File: config.mk
export PLATFORM = sky130hd
export DESIGN_NAME = ssd_sensor
export DESIGN_NICKNAME = d
export VERILOG_FILES = /design/src/ssd_pkg.sv /design/src/ssd_sensor.sv
export SDC_FILE = /design/constraint.sdc
export NUM_CORES = 1
export LEC_CHECK = 0
export BUFFER_PORTS_ARGS = -buffer_cell sky130_fd_sc_hd__buf_2
export CAP_MARGIN = 0
export CORE_ASPECT_RATIO = 2
export CORE_UTILIZATION = 62
export CTS_CLUSTER_DIAMETER = 120
export DETAILED_ROUTE_END_ITERATION = 6
export GPL_TIMING_DRIVEN = 0
export PLACE_DENSITY = 0.82
export SYNTH_ARGS = -nofsm -noshare
export SYNTH_HDL_FRONTEND = slang
export SYNTH_SLANG_ARGS = --single-unit
File: constraint.sdc
create_clock -name clock -period 3.05 [get_ports clock]
set_clock_uncertainty 0.2 [all_clocks]
set_input_delay 0.305 -clock clock [delete_from_list [all_inputs] [get_ports clock]]
set_output_delay 0.305 -clock clock [all_outputs]
set_load 0.1 [all_outputs]
File: src/ssd_pkg.sv
// Purpose: Shared constants and types for the safety sensor serial diagnostic block
// Assumes: 200 MHz core clock, idle-high serial chain line, frames sent least significant bit first
// Notes: Byte layouts of request, response and warning-or-failure bytes are fixed here
//
// Functional notes
// - The chain holds up to 31 sensors and every frame carries a position count that addresses one of them.
// - Each sensor has a serial diagnostic input and output, and its safety inputs are the previous sensor's outputs.
// - Requests flow from the controller to the sensor, responses and warning-or-failure bytes flow back.
// - Losing the link never turns the safety outputs on or off by itself.
// - A failure-class fault turns the safety outputs off at once and sets the failure bit of the response.
// - A latched failure clears once its cause is gone and request bit 7 falls from one to zero, or the guard opens.
// - A failure at the safety outputs stays latched until the outputs are next released.
// - A warning other than a link error keeps the outputs on and sets the warning bit, and after 30 minutes becomes a failure; code drops warning bit 4.
// - A warning clears by itself once its cause has gone.
// - Every status and warning bit reads one exactly while its condition holds (code never reports warning bit 4); failure bits stay latched until cleared.
// - Response bits: 0 outputs on, 1 actuator seen, 4 both inputs, 5 limit range, 6 warning, 7 failure.
// - Fault bits: 0 and 1 output errors, 2 cross-wire, 3 overtemperature, 4 actuator fault, 5 internal.
// - Fault bit 6 flags a link error and bit 7 a low supply, both as warnings.
package ssd_pkg;
   localparam int CLK_NS = 5;
   localparam int BIT_TIME_NS = 1000;
   localparam int BIT_CYC = (BIT_TIME_NS + CLK_NS - 1) / CLK_NS;
   localparam int HALF_CYC = BIT_CYC / 2;
   localparam int TICK_NS = 1000000;
   localparam int TICK_CYC = TICK_NS / CLK_NS;
   localparam int WARN_DELAY_MIN = 30;
   localparam int WARN_TICKS = WARN_DELAY_MIN * 60 * (1000000000 / TICK_NS);
   localparam int COMM_TIMEOUT_MS = 100;
   localparam int COMM_TICKS = COMM_TIMEOUT_MS * 1000000 / TICK_NS;
   localparam int MAX_CHAIN = 31;
   localparam int HOP_W = 5;
   localparam int FRAME_W = 22;
   localparam int TX_BITS = FRAME_W + 2;
   localparam int REQ_RESET_BIT = 7;
   // Response byte
   localparam int RSP_ENABLED = 0;
   localparam int RSP_ACTUATOR = 1;
   localparam int RSP_INPUTS = 4;
   localparam int RSP_LIMIT = 5;
   localparam int RSP_WARNING = 6;
   localparam int RSP_FAILURE = 7;
   // Warning-or-failure byte
   localparam int WF_OUT_ONE = 0;
   localparam int WF_OUT_TWO = 1;
   localparam int WF_ACTUATOR = 4;
   localparam int WF_COMM = 6;
   localparam logic [7:0] WF_OUT_MASK = 8'h03;
   localparam logic [7:0] WF_FAIL_MASK = 8'h3f;
   localparam logic [7:0] WF_WARN_MASK = 8'hef;

   typedef struct packed {
      logic is_reply;
      logic [HOP_W-1:0] hops;
      logic [15:0] data;
   } ssd_frame_t;

   typedef struct packed {
      logic actuator;
      logic limit;
      logic in_one;
      logic in_two;
      logic [7:0] fail_cause;
      logic [7:0] warn_cause;
      logic diag_in;
   } ssd_pins_t;

   localparam ssd_pins_t PINS_RST = '{default: 1'b0, diag_in: 1'b1};
endpackage

File: src/ssd_sensor.sv
// Purpose: Fault handling and serial diagnostic chain node of one safety sensor
// Assumes: All inputs are asynchronous pins; the gateway spaces frames by at least 25 bit times
// Notes: Frames are store-and-forward; a frame finishing while the transmitter is busy is dropped
`timescale 1ns/1ps
module ssd_sensor #(
   parameter int TICK_CYC = ssd_pkg::TICK_CYC,
   parameter int WARN_TICKS = ssd_pkg::WARN_TICKS
) (
   // Clock and reset
   input wire logic clock,
   input wire logic reset_n,
   // Sensor pins
   input wire ssd_pkg::ssd_pins_t pins,
   // Safety and diagnostic outputs
   output logic safety_output_one,
   output logic safety_output_two,
   output logic diag_out
);
   typedef enum logic [1:0] {RX_IDLE, RX_START, RX_DATA, RX_STOP} ssd_rx_t;
   function automatic ssd_pkg::ssd_pins_t agree(input ssd_pkg::ssd_pins_t a, input ssd_pkg::ssd_pins_t b,
                                                  input ssd_pkg::ssd_pins_t held);
      agree = (a & ~(a ^ b)) | (held & (a ^ b));
   endfunction
   function automatic ssd_pkg::ssd_frame_t relay(input ssd_pkg::ssd_frame_t f);
      relay = f;
      relay.hops = f.is_reply ? f.hops + 5'h01 : f.hops - 5'h01;
   endfunction
   ssd_pkg::ssd_pins_t s1_reg, s2_reg, s3_reg, pf_reg;
   ssd_rx_t rx_state_reg;
   logic [7:0] rx_cnt_reg, tx_cnt_reg, fail_lat_reg, warn_bits;
   logic [7:0] controller_request_byte_reg, sensor_response_byte_reg, warning_failure_byte_reg;
   logic [4:0] rx_bits_reg, tx_bits_reg;
   logic [ssd_pkg::FRAME_W-1:0] rx_sh_reg;
   logic [ssd_pkg::TX_BITS-1:0] tx_sh_reg;
   logic [17:0] tick_cnt_reg;
   logic [15:0] comm_cnt_reg;
   logic [20:0] warn_cnt_reg;
   logic rx_valid_reg, tx_busy_reg, req_prev_reg, tick_reg, comm_err_reg, esc_reg, warn_prev_reg, rel_arm_reg;
   ssd_pkg::ssd_frame_t rx_frame, tx_frame;
   logic own_req, clear_evt, clr, warn_act, enable_next, enable_reg;
   // Three-stage synchroniser, value taken when stages two and three agree
   always_ff @(posedge clock or negedge reset_n) begin
      if (!reset_n) begin
         s1_reg <= ssd_pkg::PINS_RST;
         s2_reg <= ssd_pkg::PINS_RST;
         s3_reg <= ssd_pkg::PINS_RST;
         pf_reg <= ssd_pkg::PINS_RST;
      end else begin
         s1_reg <= pins;
         s2_reg <= s1_reg;
         s3_reg <= s2_reg;
         pf_reg <= agree(s2_reg, s3_reg, pf_reg);
      end
   end

   // Serial receiver on the upstream diagnostic line
   always_ff @(posedge clock or negedge reset_n) begin
      if (!reset_n) begin
         rx_state_reg <= RX_IDLE;
         rx_cnt_reg <= 8'h00;
         rx_bits_reg <= 5'h00;
         rx_sh_reg <= '0;
         rx_valid_reg <= 1'b0;
      end else begin
         rx_valid_reg <= 1'b0;
         case (rx_state_reg)
            RX_IDLE: begin
               if (!pf_reg.diag_in) begin
                  rx_state_reg <= RX_START;
                  rx_cnt_reg <= 8'(ssd_pkg::HALF_CYC - 1);
               end
            end
            RX_START: begin
               if (rx_cnt_reg != 8'h00) begin
                  rx_cnt_reg <= rx_cnt_reg - 8'h01;
               end else if (!pf_reg.diag_in) begin
                  rx_state_reg <= RX_DATA;
                  rx_cnt_reg <= 8'(ssd_pkg::BIT_CYC - 1);
                  rx_bits_reg <= 5'h00;
               end else begin
                  rx_state_reg <= RX_IDLE;
               end
            end
            RX_DATA: begin
               if (rx_cnt_reg != 8'h00) begin
                  rx_cnt_reg <= rx_cnt_reg - 8'h01;
               end else begin
                  rx_sh_reg <= {pf_reg.diag_in, rx_sh_reg[ssd_pkg::FRAME_W-1:1]};
                  rx_cnt_reg <= 8'(ssd_pkg::BIT_CYC - 1);
                  rx_bits_reg <= rx_bits_reg + 5'h01;
                  if (rx_bits_reg == 5'(ssd_pkg::FRAME_W - 1)) begin
                     rx_state_reg <= RX_STOP;
                  end
               end
            end
            RX_STOP: begin
               if (rx_cnt_reg != 8'h00) begin
                  rx_cnt_reg <= rx_cnt_reg - 8'h01;
               end else begin
                  rx_state_reg <= RX_IDLE;
                  rx_valid_reg <= pf_reg.diag_in;
               end
            end
            default: rx_state_reg <= RX_IDLE;
         endcase
      end
   end
   assign rx_frame = ssd_pkg::ssd_frame_t'(rx_sh_reg);
   assign own_req = rx_valid_reg && !rx_frame.is_reply && rx_frame.hops == 5'h00;
   // Own request answered with a reply, all other frames relayed down the chain
   always_comb begin
      if (own_req) begin
         tx_frame.is_reply = 1'b1;
         tx_frame.hops = 5'h00;
         tx_frame.data = {sensor_response_byte_reg, warning_failure_byte_reg};
      end else begin
         tx_frame = relay(rx_frame);
      end
   end

   // Serial transmitter on the downstream diagnostic line, idles high
   always_ff @(posedge clock or negedge reset_n) begin
      if (!reset_n) begin
         tx_sh_reg <= '1;
         tx_busy_reg <= 1'b0;
         tx_cnt_reg <= 8'h00;
         tx_bits_reg <= 5'h00;
      end else if (!tx_busy_reg) begin
         if (rx_valid_reg) begin
            tx_sh_reg <= {1'b1, tx_frame, 1'b0};
            tx_busy_reg <= 1'b1;
            tx_cnt_reg <= 8'(ssd_pkg::BIT_CYC - 1);
            tx_bits_reg <= 5'h00;
         end
      end else if (tx_cnt_reg != 8'h00) begin
         tx_cnt_reg <= tx_cnt_reg - 8'h01;
      end else begin
         tx_sh_reg <= {1'b1, tx_sh_reg[ssd_pkg::TX_BITS-1:1]};
         tx_cnt_reg <= 8'(ssd_pkg::BIT_CYC - 1);
         tx_bits_reg <= tx_bits_reg + 5'h01;
         if (tx_bits_reg == 5'(ssd_pkg::TX_BITS - 1)) begin
            tx_busy_reg <= 1'b0;
         end
      end
   end
   assign diag_out = tx_sh_reg[0];
   // Request byte and its reset-bit history
   always_ff @(posedge clock or negedge reset_n) begin
      if (!reset_n) begin
         controller_request_byte_reg <= 8'h00;
         req_prev_reg <= 1'b0;
      end else begin
         if (own_req) begin
            controller_request_byte_reg <= rx_frame.data[7:0];
         end
         req_prev_reg <= controller_request_byte_reg[ssd_pkg::REQ_RESET_BIT];
      end
   end
   assign clear_evt = req_prev_reg && !controller_request_byte_reg[ssd_pkg::REQ_RESET_BIT];
   assign clr = clear_evt || !pf_reg.actuator;
   // Prescaled tick and link watchdog
   always_ff @(posedge clock or negedge reset_n) begin
      if (!reset_n) begin
         tick_cnt_reg <= 18'h00000;
         tick_reg <= 1'b0;
         comm_cnt_reg <= 16'h0000;
         comm_err_reg <= 1'b0;
      end else begin
         tick_reg <= tick_cnt_reg == 18'(TICK_CYC - 1);
         tick_cnt_reg <= (tick_cnt_reg == 18'(TICK_CYC - 1)) ? 18'h00000 : tick_cnt_reg + 18'h00001;
         if (own_req) begin
            comm_cnt_reg <= 16'h0000;
            comm_err_reg <= 1'b0;
         end else if (tick_reg && !comm_err_reg) begin
            comm_cnt_reg <= comm_cnt_reg + 16'h0001;
            comm_err_reg <= comm_cnt_reg == 16'(ssd_pkg::COMM_TICKS - 1);
         end
      end
   end
   // Link error is reported only; it does not enter escalation or output control
   assign warn_act = |(pf_reg.warn_cause & ssd_pkg::WF_WARN_MASK & ~(8'h01 << ssd_pkg::WF_COMM));
   // Warning escalation timer
   always_ff @(posedge clock or negedge reset_n) begin
      if (!reset_n) begin
         warn_cnt_reg <= 21'h000000;
         warn_prev_reg <= 1'b0;
         esc_reg <= 1'b0;
      end else begin
         warn_prev_reg <= warn_act;
         if (!warn_act || !warn_prev_reg) begin
            warn_cnt_reg <= 21'h000000;
         end else if (tick_reg && warn_cnt_reg != 21'(WARN_TICKS - 1)) begin
            warn_cnt_reg <= warn_cnt_reg + 21'h000001;
         end
         if (warn_act && tick_reg && warn_cnt_reg == 21'(WARN_TICKS - 1)) begin
            esc_reg <= 1'b1;
         end else if (!warn_act && clr) begin
            esc_reg <= 1'b0;
         end
      end
   end

   // Failure latch; output faults wait for the next release
   always_ff @(posedge clock or negedge reset_n) begin
      if (!reset_n) begin
         fail_lat_reg <= 8'h00;
         rel_arm_reg <= 1'b0;
      end else begin
         for (int i = 0; i < 8; i++) begin
            if (pf_reg.fail_cause[i] && ssd_pkg::WF_FAIL_MASK[i]) begin
               fail_lat_reg[i] <= 1'b1;
            end else if (ssd_pkg::WF_OUT_MASK[i]) begin
               if (enable_next && !enable_reg) begin
                  fail_lat_reg[i] <= 1'b0;
               end
            end else if (clr) begin
               fail_lat_reg[i] <= 1'b0;
            end
         end
         if (clr && |(fail_lat_reg & ssd_pkg::WF_OUT_MASK)) begin
            rel_arm_reg <= 1'b1;
         end else if (enable_next) begin
            rel_arm_reg <= 1'b0;
         end
      end
   end

   always_comb begin
      enable_next = pf_reg.actuator && pf_reg.in_one && pf_reg.in_two && !esc_reg;
      if (|(fail_lat_reg & ~ssd_pkg::WF_OUT_MASK) || |(pf_reg.fail_cause & ssd_pkg::WF_FAIL_MASK)) begin
         enable_next = 1'b0;
      end
      if (|(fail_lat_reg & ssd_pkg::WF_OUT_MASK) && !rel_arm_reg) begin
         enable_next = 1'b0;
      end
   end

   assign warn_bits = (pf_reg.warn_cause & ssd_pkg::WF_WARN_MASK & ~(8'h01 << ssd_pkg::WF_COMM))
                      | (8'(comm_err_reg) << ssd_pkg::WF_COMM);

   // Safety outputs and the two status bytes
   always_ff @(posedge clock or negedge reset_n) begin
      if (!reset_n) begin
         enable_reg <= 1'b0;
         sensor_response_byte_reg <= 8'h00;
         warning_failure_byte_reg <= 8'h00;
      end else begin
         enable_reg <= enable_next;
         sensor_response_byte_reg <= 8'h00;
         sensor_response_byte_reg[ssd_pkg::RSP_ENABLED] <= enable_reg;
         sensor_response_byte_reg[ssd_pkg::RSP_ACTUATOR] <= pf_reg.actuator;
         sensor_response_byte_reg[ssd_pkg::RSP_INPUTS] <= pf_reg.in_one && pf_reg.in_two;
         sensor_response_byte_reg[ssd_pkg::RSP_LIMIT] <= pf_reg.limit;
         sensor_response_byte_reg[ssd_pkg::RSP_WARNING] <= warn_act;
         sensor_response_byte_reg[ssd_pkg::RSP_FAILURE] <= |fail_lat_reg || esc_reg;
         warning_failure_byte_reg <= fail_lat_reg | warn_bits;
      end
   end

   assign safety_output_one = enable_reg;
   assign safety_output_two = enable_reg;
endmodule

==> results of run 1 <==
repair_timing:
item	CTS	global route
gates resized for setup	0	1
hold buffers	18	0
hold endpoints to repair	92	0
setup endpoints to repair	0	17
cells in the final DEF (no fill, tap or decap), types with 22 or more instances in the layout:
cell type	n
dfrtp_1	198
nor2_1	79
nand2_1	76
o21ai_0	49
a21oi_1	34
nand3_1	28
xnor2_1	27
dfstp_2	27
nor3_1	24
xor2_1	23
buf_2	22
Yosys cell counts (all sizes together) (10+ instances only):
| master | instances | area, um2 |
|---|---|---|
| nand3 | 28 | 140 |
| nand4 | 17 | 106 |
| maj3 | 17 | 170 |
| nor4 | 12 | 105 |
| ha | 18 | 225 |
| nor3 | 24 | 120 |
| clkbuf | 19 | 71.3 |
| mux2i | 19 | 190 |
| dfstp | 27 | 709 |
| nor2 | 79 | 297 |
| a21oi | 34 | 170 |
| or2 | 11 | 68.8 |
| xnor2 | 27 | 236 |
| nand2 | 77 | 297 |
| xor2 | 23 | 201 |
| inv | 21 | 78.8 |
| buf | 10 | 81.3 |
| dfrtp | 198 | 4950 |
| mux2 | 32 | 402 |
| o21ai | 50 | 250 |
where the power goes:
group	switching [mW]	total (mW)	internal, mW
combinational	0.0902	0.152	0.0619
sequential	0.0447	3.11	3.06
clock	1.11	2.79	1.68
total	1.25	6.05	4.80
stage by stage:
step / setup TNS (ns) / area [um2] / worst slack, ns
after CTS: 0 / 11000 / 0.185
after global placement: -456.88 / 9980 / -2.21
after global routing: 0 / 11000 / 0.142
after floorplan: 0 / 9620 / 0.681
final: 0 / 11000 / 0.346
after detailed placement: 0 / 10000 / 0.226
cells by family after synthesis:
kind of cell | Yosys count | synth area share [%]
compound gates | 129 | 8.06
xor+xnor | 50 | 4.55
fa+ha+maj | 36 | 4.32
buf+inv | 50 | 2.41
flops | 225 | 58.9
mux | 51 | 6.15
simple gates | 297 | 15.7
layout make-up:
| class | count | area [um2] | share of cell area, % |
|---|---|---|---|
| Inverter | 21 | 78.8 | 0.719 |
| Timing Repair Buffer | 41 | 350 | 3.19 |
| Sequential cell | 225 | 5660 | 51.6 |
| Clock inverter | 11 | 170 | 1.55 |
| Clock buffer | 25 | 571 | 5.20 |
| Tap cell | 198 | 248 | 2.26 |
| Buffer | 29 | 153 | 1.39 |
| Multi-Input combinational cell | 563 | 3730 | 34.0 |
per-layer routing:
| metal | up-vias | global-route usage, % |
|---|---|---|
| li1 | 3063 | - |
| met1 | 3184 | 27.8 |
| met2 | 108 | 46.9 |
| met3 | 40 | 2.64 |
| met4 | 0 | 11.7 |
| met5 | - | 0 |
final timing paths:
path	endpoint	slack, ns	depth (start not counted)
min in group clock	s2_reg[9]	0.15	0
worst min-delay path	comm_cnt_reg[11]	0.13	2
max in group asynchronous	async pin	1.35	4
worst min register to register	s2_reg[9]	0.15	0
worst max-delay path	rx_frame[17]	0.35	7
worst max register to register	rx_frame[17]	0.35	7
==> results.md, run 1 <==
- Post-Synthesis Net Count: between 800 and 900
- Synthesized area per cell: 11.5 um2
- Number of remaining DRC errors: 0
- Fin. Hold Viols: 0
- Hpwl dp: 11900 um
- Vias per std cell: roughly 5.7
- Max Cap Violations: 0
- CTS tree: built
- CP top delay family: simple AND/OR/NAND/NOR gates
- Max Clock Freq: approximately 0.37 GHz
- Synth Instances: roughly 840
- Rows: 64
- Max IR drop VDD: between 0.7 and 0.8 mV
- Highest metal used: met4
- Buffer count from post-CTS setup fixing: 0
- Chip width: roughly 90 um
- Launch point of the critical path: rx_cnt_reg[0]
- Util after Layout: roughly 70%
- Core area: around 15000 um2
- GPL Wtd Cong: slightly above 0.8
- Met3 wire length: roughly 370 um
- Startpoint Class: register
- Seq/Total Area, Yosys: 58.9%
- P_leak: 4.82 nW
- Post-route non-filler standard cell count: roughly 1100
- Library cells used by synthesis: 64
- Clk buf depth: 3
- CP bufs+invs: 2
- Least-Margin Pin Slew: about 0.93 ns
- First-pass DRT Iterations: 5
- I/O Buffers: 21
- Worst R2R Start: rx_cnt_reg[0]
- Setup Viol. Count Final: 0
- Number of flops mapped to enable cells by yosys: 0
- Wire per inst: about 17 um
- Synth Flop Type: dfrtp_1
- Relative slew slack: between 30% and 40%
- GRT Total Usage: approximately 25%
- Hold WS: approximately 0.13 ns
- Period minus WS final: about 2.7 ns
- Initial drt markers: 247
- Filler Cells Inserted: about 1000
- Run status: finished, final reports clean
- Clock sinks: roughly 230
- Cells along the critical path: inv_1 -> ha_1 -> or4b_4 -> nor4_4 -> nand2_4 -> buf_6 -> mux2_4
- PwrDens: 552 nW/um2
- Met2 WL: between 10000 and 15000 um
- H-tree depth: 1
- Die area: roughly 16000 um2
- Clock Pin Slew Worst Setup and Hold Paths: 0.07 ns
- Layout cell share with drive strength beyond 1: between 10% and 20%
- Post-Syn Area: between 9000 and 10000 um2
- Max stage delay on crit path: ~0.5 ns
- Crit Path Max Fanout: 10
- Layout area overhead: 14.0%
- Final Power: just over 6 mW
- Critical Path AT: about 2.9 ns
- Antenna Nets Post-Route: 0
- Routed Wire Length: roughly 19000 um
- RSZ-0062 raised after global routing: false
- DP Cell Count: 1059
- Initial Util: a little over three fifths
- Required time of the worst setup path: between 3 and 4 ns
- Clock root buffer: clkbuf_16
- Ys async rst share: between 90% and 100%
- Type of the most critical hold path: in2async
- Max FFs per register: 23
- Critical path class: reg2reg
- Final Cycle Share: 88.6%
- Worst skew pair latency: about 0.49 ns
- Synth Warn #: 0
- Routed vias: 6395
- Grt total ovfl: 0
- # IOs: 26
- First-pass GRT wire length: 32000 um
- Largest net degree at the start of global routing: approximately 90
- Synthesized flop and latch total: approximately 230
- Number of diodes: 0
- Die Y: 178 um
- Max Slew Vio Count: 0
- Initial antenna violation count: 0
- Slowest cell on crit path: or4b_4
- Worst setup EP type: register
- CTS Buf Count: 20
- WL met1: approximately 7200 um
- Vias in the first global route: about 6700
- Nets: 943
Note: power is estimated with default switching activity, not from simulation.
==> run 2, diff against run 1 <==
--- a/config.mk
+++ b/config.mk
@@ -13,6 +13,7 @@
 export DETAILED_ROUTE_END_ITERATION = 6
 export GPL_TIMING_DRIVEN = 0
 export PLACE_DENSITY = 0.82
+export SETUP_SLACK_MARGIN = 0.4
 export SYNTH_ARGS = -nofsm -noshare
 export SYNTH_HDL_FRONTEND = slang
 export SYNTH_SLANG_ARGS = --single-unit
==> results.md, run 2 (synthesis gave the netlist of run 1 again) <==
- Worst skew pair latency: 0.49 ns (about the same)
- Vias per std cell: 5.77 (+0.42%)
- Depth of the most critical reg-to-reg path: 6 (-1)
- Hpwl dp: 11900 um (unchanged)
- Most frequent cells in the layout: 197 x dfrtp_1, 79 x nor2_1, 76 x nand2_1
- Fin. Hold Viols: 0 (unchanged)
- Max Clock Freq: 0.398 GHz (+7.7%)
- Max FFs per register: 23 (unchanged)
- Required time of the worst setup path: 3.27 ns (+0.05 ns)
- Clock root buffer: clkbuf_16
- Crit Path Max Fanout: 10 (unchanged)
- Clock sinks: 225 (unchanged)
- Relative slew slack: 43.1% (+5.2 points)
- Number of remaining DRC errors: 0 (unchanged)
- I/O Buffers: 21 (unchanged)
- TNS Setup: 0 ns (unchanged)
- Die area: 16100 um2 (unchanged)
- First-pass GRT wire length: 32100 um (+0.19%)
- Die Y: 178 um (unchanged)
- Antenna Nets Post-Route: 0 (unchanged)
- Core area: 15200 um2 (unchanged)
- Clock Pin Slew Worst Setup and Hold Paths: 0.07 ns (about the same)
- # IOs: 26 (unchanged)
- Critical Path AT: 2.73 ns (-0.15 ns)
- Grt total ovfl: 0 (unchanged)
- Max IR drop VDD: 0.785 mV (-0.17%)
- Initial Util: 63.2% (unchanged)
- PwrDens: 547 nW/um2 (-0.77%)
- Setup Viol. Count Final: 0 (unchanged)
- Vias in the first global route: 6747 (+0.16%)
- Routed Wire Length: 19000 um (+1.4%)
- Number of diodes: 0 (unchanged)
- RSZ-0062 raised after global routing: false
- Chip width: 90.1 um (unchanged)
- Layout cell share with drive strength beyond 1: 16.6% (+0.89 points)
- GPL Wtd Cong: 0.813 (unchanged)
- Max Slew Vio Count: 0 (unchanged)
- Final WS setup: 0.540 ns (+0.194 ns)
- Hold WS: 0.131 ns (+0.00205 ns)
- H-tree depth: 1 (unchanged)
- Nets: 948 (+0.53%)
- Final Cycle Share: 82.3% (-6.3 points)
- Period minus WS final: 2.51 ns (-0.194 ns)
- Rows: 64 (unchanged)
- Run status: finished, final reports clean
- Setup slack, reg-to-reg: 0.54 ns (+0.19 ns)
- CTS tree: built
- P_leak: 4.85 nW (+0.75%)
- Layout area overhead: 14.9%
- Clk buf depth: 3 (unchanged)
- CTS Buf Count: 20 (unchanged)
- Type of the most critical hold path: in2async
- Largest net degree at the start of global routing: 92 (unchanged)
- GRT Total Usage: 24.9% (+0.037 points)
- Initial drt markers: 252 (+2.0%)
- Least-Margin Pin Slew: 0.846 ns (-0.0791 ns)
- Most common cell after layout, fill and taps aside: dfrtp_1
- Wire per inst: 17.0 um (+0.92%)
- First-pass DRT Iterations: 4 (-1)
- Max Cap Violations: 0 (unchanged)
- Setup WS pre-CTS: 0.226 ns (unchanged)
- Worst setup EP type: register
- Critical path class: reg2reg
- Initial antenna violation count: 0 (unchanged)
- Final Power: 6.05 mW (about the same)
- Startpoint Class: register
- Routed vias: 6451 (+0.88%)
==> run 2: changes by cell type in the layout (fill, tap and decap cells not counted), sizes merged <==
cell	previous run	this run
buf	33	37
clkbuf	44	45
==> run 2: repair_timing <==
item                                    CTS  global route
setup buffers                             3             1
hold buffers                             18             0
endpoints found under the setup margin   35            37
pin swaps                                 1             1
gates resized for setup                   1             8
endpoints found under the hold margin    92             0
gates cloned                              0             1
==> run 2: cell type report <==
| cell class | instances | area (um2) |
|---|---|---|
| clock inverters | 11 | 170 |
| clock buffers | 25 | 571 |
| fillers | 1017 | 4160 |
| inverters | 21 | 78.8 |
| flip-flops and latches | 225 | 5670 |
| repair buffers | 46 | 405 |
| multi-input cells | 563 | 3760 |
| plain buffers | 29 | 161 |
| well taps | 198 | 248 |
==> run 2: routing by layer <==
layer | up-vias | part of all wire [%] | track usage [%]
li1 | 3071 | - | -
met1 | 3212 | 38 | 27.8
met2 | 124 | 56 | 47.0
met3 | 44 | 2.3 | 2.73
met4 | 0 | 3.8 | 11.8
met5 | - | 0 | 0
==> run 2: metrics by stage <==
| step | area (um2) | std cells | util (%) |
|---|---|---|---|
| finish | 11100 | 1118 | 72.7 |
| global route | 11100 | 1118 | 72.7 |
| CTS | 11000 | 1116 | 72.2 |
| detailed placement | 10000 | 1059 | 66.0 |
| global placement | 9980 | 1057 | 65.6 |
| floorplan | 9620 | 838 | - |
==> run 2: path summary, 6_finish.rpt <==
| kind | start | endpoint |
|---|---|---|
| setup / recovery | rx_valid_reg | tx_sh_reg[7] |
| setup reg to reg | rx_valid_reg | tx_sh_reg[7] |
| min in group clock | s1_reg[9] | s2_reg[9] |
| hold reg to reg | s1_reg[9] | s2_reg[9] |
| hold / removal | reset_n | comm_cnt_reg[11] |
| max in group asynchronous | reset_n | s3_reg[0] |
==> run 2: critical path: stages, from the launching register on <==
cell and delay, ns:
dfrtp_1 0.49, or4b_1 0.51, nor4_4 0.40, buf_6 0.25, mux2i_1 0.20, o21ai_0 0.10, mux2_2 0.30
==> run 2: where the power goes <==
part / total, mW / internal (mW) / switching [mW]
Clock: 2.79 / 1.68 / 1.12
Sequential: 3.11 / 3.06 / 0.0446
Combinational: 0.153 / 0.0619 / 0.0907
==> run 3, diff against run 2 <==
--- a/config.mk
+++ b/config.mk
@@ -8,11 +8,11 @@
 export BUFFER_PORTS_ARGS = -buffer_cell sky130_fd_sc_hd__buf_2
 export CAP_MARGIN = 0
 export CORE_ASPECT_RATIO = 2
-export CORE_UTILIZATION = 62
+export CORE_UTILIZATION = 56
 export CTS_CLUSTER_DIAMETER = 120
 export DETAILED_ROUTE_END_ITERATION = 6
 export GPL_TIMING_DRIVEN = 0
-export PLACE_DENSITY = 0.82
+export PLACE_DENSITY = 0.79
 export SETUP_SLACK_MARGIN = 0.4
 export SYNTH_ARGS = -nofsm -noshare
 export SYNTH_HDL_FRONTEND = slang
==> constraint.sdc (replaced) <==
create_clock -name clock -period 2.2 [get_ports clock]
set_clock_uncertainty 0.2 [all_clocks]
set_input_delay 0.22 -clock clock [delete_from_list [all_inputs] [get_ports clock]]
set_output_delay 0.22 -clock clock [all_outputs]
set_load 0.1 [all_outputs]
==> results.md, run 3 (synthesis gave the netlist of run 1 again) <==
- CTS Buf Count: 20 (unchanged)
- P_leak: 5.57 nW (+15%)
- Rows: 67 (+4.7%)
- Max FFs per register: 23 (unchanged)
- Required time of the worst setup path: 2.38 ns (-0.89 ns)
- Sequential cell area: 5670 um2 (+0.11%)
- Slowest cell on crit path: or4b_4
- Crit path top cell by count: buf_12
- Clock root buffer: clkbuf_16
- Failing checks: setup timing
- Clock sinks: 225 (unchanged)
- First-pass GRT wire length: 38300 um (+19%)
- Hpwl dp: 11700 um (-1.2%)
- Final WS setup: -0.265 ns (-0.805 ns)
- GRT Total Usage: 27.6% (+2.7 points)
- First-pass DRT Iterations: 6 (+2)
- Post-route non-filler standard cell count: 1220 (+9.1%)
- Antenna Nets Post-Route: 0 (unchanged)
- Util after Layout: 77.2% (+4.5 points)
- Die area: 17700 um2 (+11%)
- Max stage delay on crit path: 0.49 ns (-0.02 ns)
- Initial antenna violation count: 0 (unchanged)
- Initial Util: 57.4% (-5.9 points)
- Largest net degree at the start of global routing: 118 (+28%)
- CP top delay family: simple AND/OR/NAND/NOR gates
- Area of the multi-input gates: 4600 um2 (+22%)
- Max IR drop VDD: 0.874 mV (+11%)
- H-tree depth: 1 (unchanged)
- Most frequent cells in the layout: 192 x dfrtp_1, 66 x nand2_1, 59 x buf_4
- CP bufs+invs: 4 (+3)
- Wire per inst: 20.7 um (+22%)
- Vias per std cell: 6.04 (+4.6%)
- Die Y: 187 um (+5.2%)
- DP Cell Count: 1067 (+0.76%)
- Routed vias: 7365 (+14%)
- Fin. Hold Viols: 0 (unchanged)
- Core area: 16800 um2 (+10%)
- # IOs: 26 (unchanged)
- I/O Buffers: 21 (unchanged)
- GPL Wtd Cong: 0.859 (+5.6%)
- Setup Viol. Count Final: 63 (+63)
- RSZ-0062 raised after global routing: true
- Layout area overhead: 34.5%
- Initial drt markers: 455 (+81%)
- Max Clock Freq: 0.406 GHz (+1.8%)
- Final Power: 8.09 mW (+34%)
- Worst setup EP type: register
- Number of remaining DRC errors: 0 (unchanged)
- Worst skew pair latency: 0.49 ns (about the same)
- Relative slew slack: 45.2% (+2.1 points)
- Routed Wire Length: 25300 um (+33%)
- PwrDens: 625 nW/um2 (+14%)
- Chip width: 94.7 um (+5.1%)
- Max Slew Vio Count: 0 (unchanged)
- Number of diodes: 0 (unchanged)
- Vias in the first global route: 7797 (+16%)
- Max Cap Violations: 0 (unchanged)
- Run status: finished with violations
- Filler Cells Inserted: 905 (-11%)
- Critical path class: reg2reg
- Period minus WS final: 2.47 ns (-0.0447 ns)
- Critical Path AT: 2.64 ns (-0.09 ns)
- Crit Path Max Fanout: 5 (-5)
- Nets: 1042 (+9.9%)
- Clk buf depth: 3 (unchanged)
- Clock Pin Slew Worst Setup and Hold Paths: 0.07 ns (about the same)
- Layout cell share with drive strength beyond 1: 39.0% (+22 points)
- Grt total ovfl: 0 (unchanged)
- Type of the most critical hold path: in2async
- TNS Setup: -9.14 ns (-9.14 ns)
- Startpoint Class: register
- Least-Margin Pin Slew: 0.814 ns (-0.0317 ns)
- Final Cycle Share: 112% (+30 points)
- CTS tree: built
- Most common cell after layout, fill and taps aside: dfrtp_1
- Cells along the critical path: inv_2 -> ha_4 -> or4b_4 -> nor4_4 -> buf_4 -> buf_12 -> nand2_8 -> buf_12 -> mux2_4
==> run 3: cell types whose count changed in the layout (fill, tap and decap cells not counted), moves of 14 or more <==
| cell | previous run | this run |
|---|---|---|
| nor2_1 | 79 | 58 |
| mux2_4 | 11 | 25 |
| o21ai_1 | 0 | 33 |
| buf_4 | 9 | 59 |
| buf_6 | 2 | 39 |
| o21ai_0 | 49 | 8 |
| nor3_1 | 23 | 9 |
| a21oi_1 | 34 | 18 |
| mux2_2 | 21 | 7 |
| nor2_2 | 0 | 17 |
==> run 3: final timing paths <==
path,from,end,slack [ns],cells after the start
max in group asynchronous,reset_n,warn_cnt_reg[17],0.73,3
worst max register to register,rx_cnt_reg[1],rx_frame[13],-0.27,9
worst max-delay path,rx_cnt_reg[1],rx_frame[13],-0.27,9
worst min register to register,s1_reg[10],s2_reg[10],0.15,0
min in group clock,s1_reg[10],s2_reg[10],0.15,0
worst min-delay path,reset_n,tx_bits_reg[4],0.12,2
==> run 3: routing by layer <==
layer	track usage [%]	wire length, um	share of wire (%)
met5	0	0	0
met4	17.3	1770	7.0
met3	3.21	917	3.6
met2	48.9	13600	54
met1	30.6	8920	35
==> run 3: cell type report <==
type | count | area share (%)
Sequential cell | 225 | 43.8
Multi-Input combinational cell | 563 | 35.5
Timing Repair Buffer | 140 | 10.6
Clock buffer | 26 | 4.28
Buffer | 29 | 2.31
Tap cell | 207 | 2.00
Clock inverter | 9 | 0.774
Inverter | 21 | 0.609
==> run 3: what timing repair did <==
| action | 4_1_cts | 5_1_grt |
|---|---|---|
| gates resized for setup | 175 | 104 |
| gates cloned | 5 | 0 |
| pin swaps | 58 | 54 |
| hold buffers | 18 | 0 |
| buffers inserted | 71 | 24 |
| endpoints found under the setup margin | 123 | 229 |
| endpoints found under the hold margin | 116 | 0 |
==> run 3: through the flow <==
step | hold WS [ns] | worst slack (ns) | instance area, um2
2_1_floorplan | -0.276 | -0.147 | 9780
3_3_place_gp | 0.125 | -3.36 | 10100
3_5_place_dp | 0.127 | -0.375 | 10200
4_1_cts | 0.148 | -0.237 | 12300
5_1_grt | 0.157 | -0.334 | 12900
6_report | 0.116 | -0.265 | 12900
==> run 3: power by group <==
group / leakage, nW / switching (mW) / internal (mW)
combinational: 2.47 / 0.129 / 0.0849
clock: 0.320 / 1.54 / 2.02
sequential: 2.78 / 0.0715 / 4.25
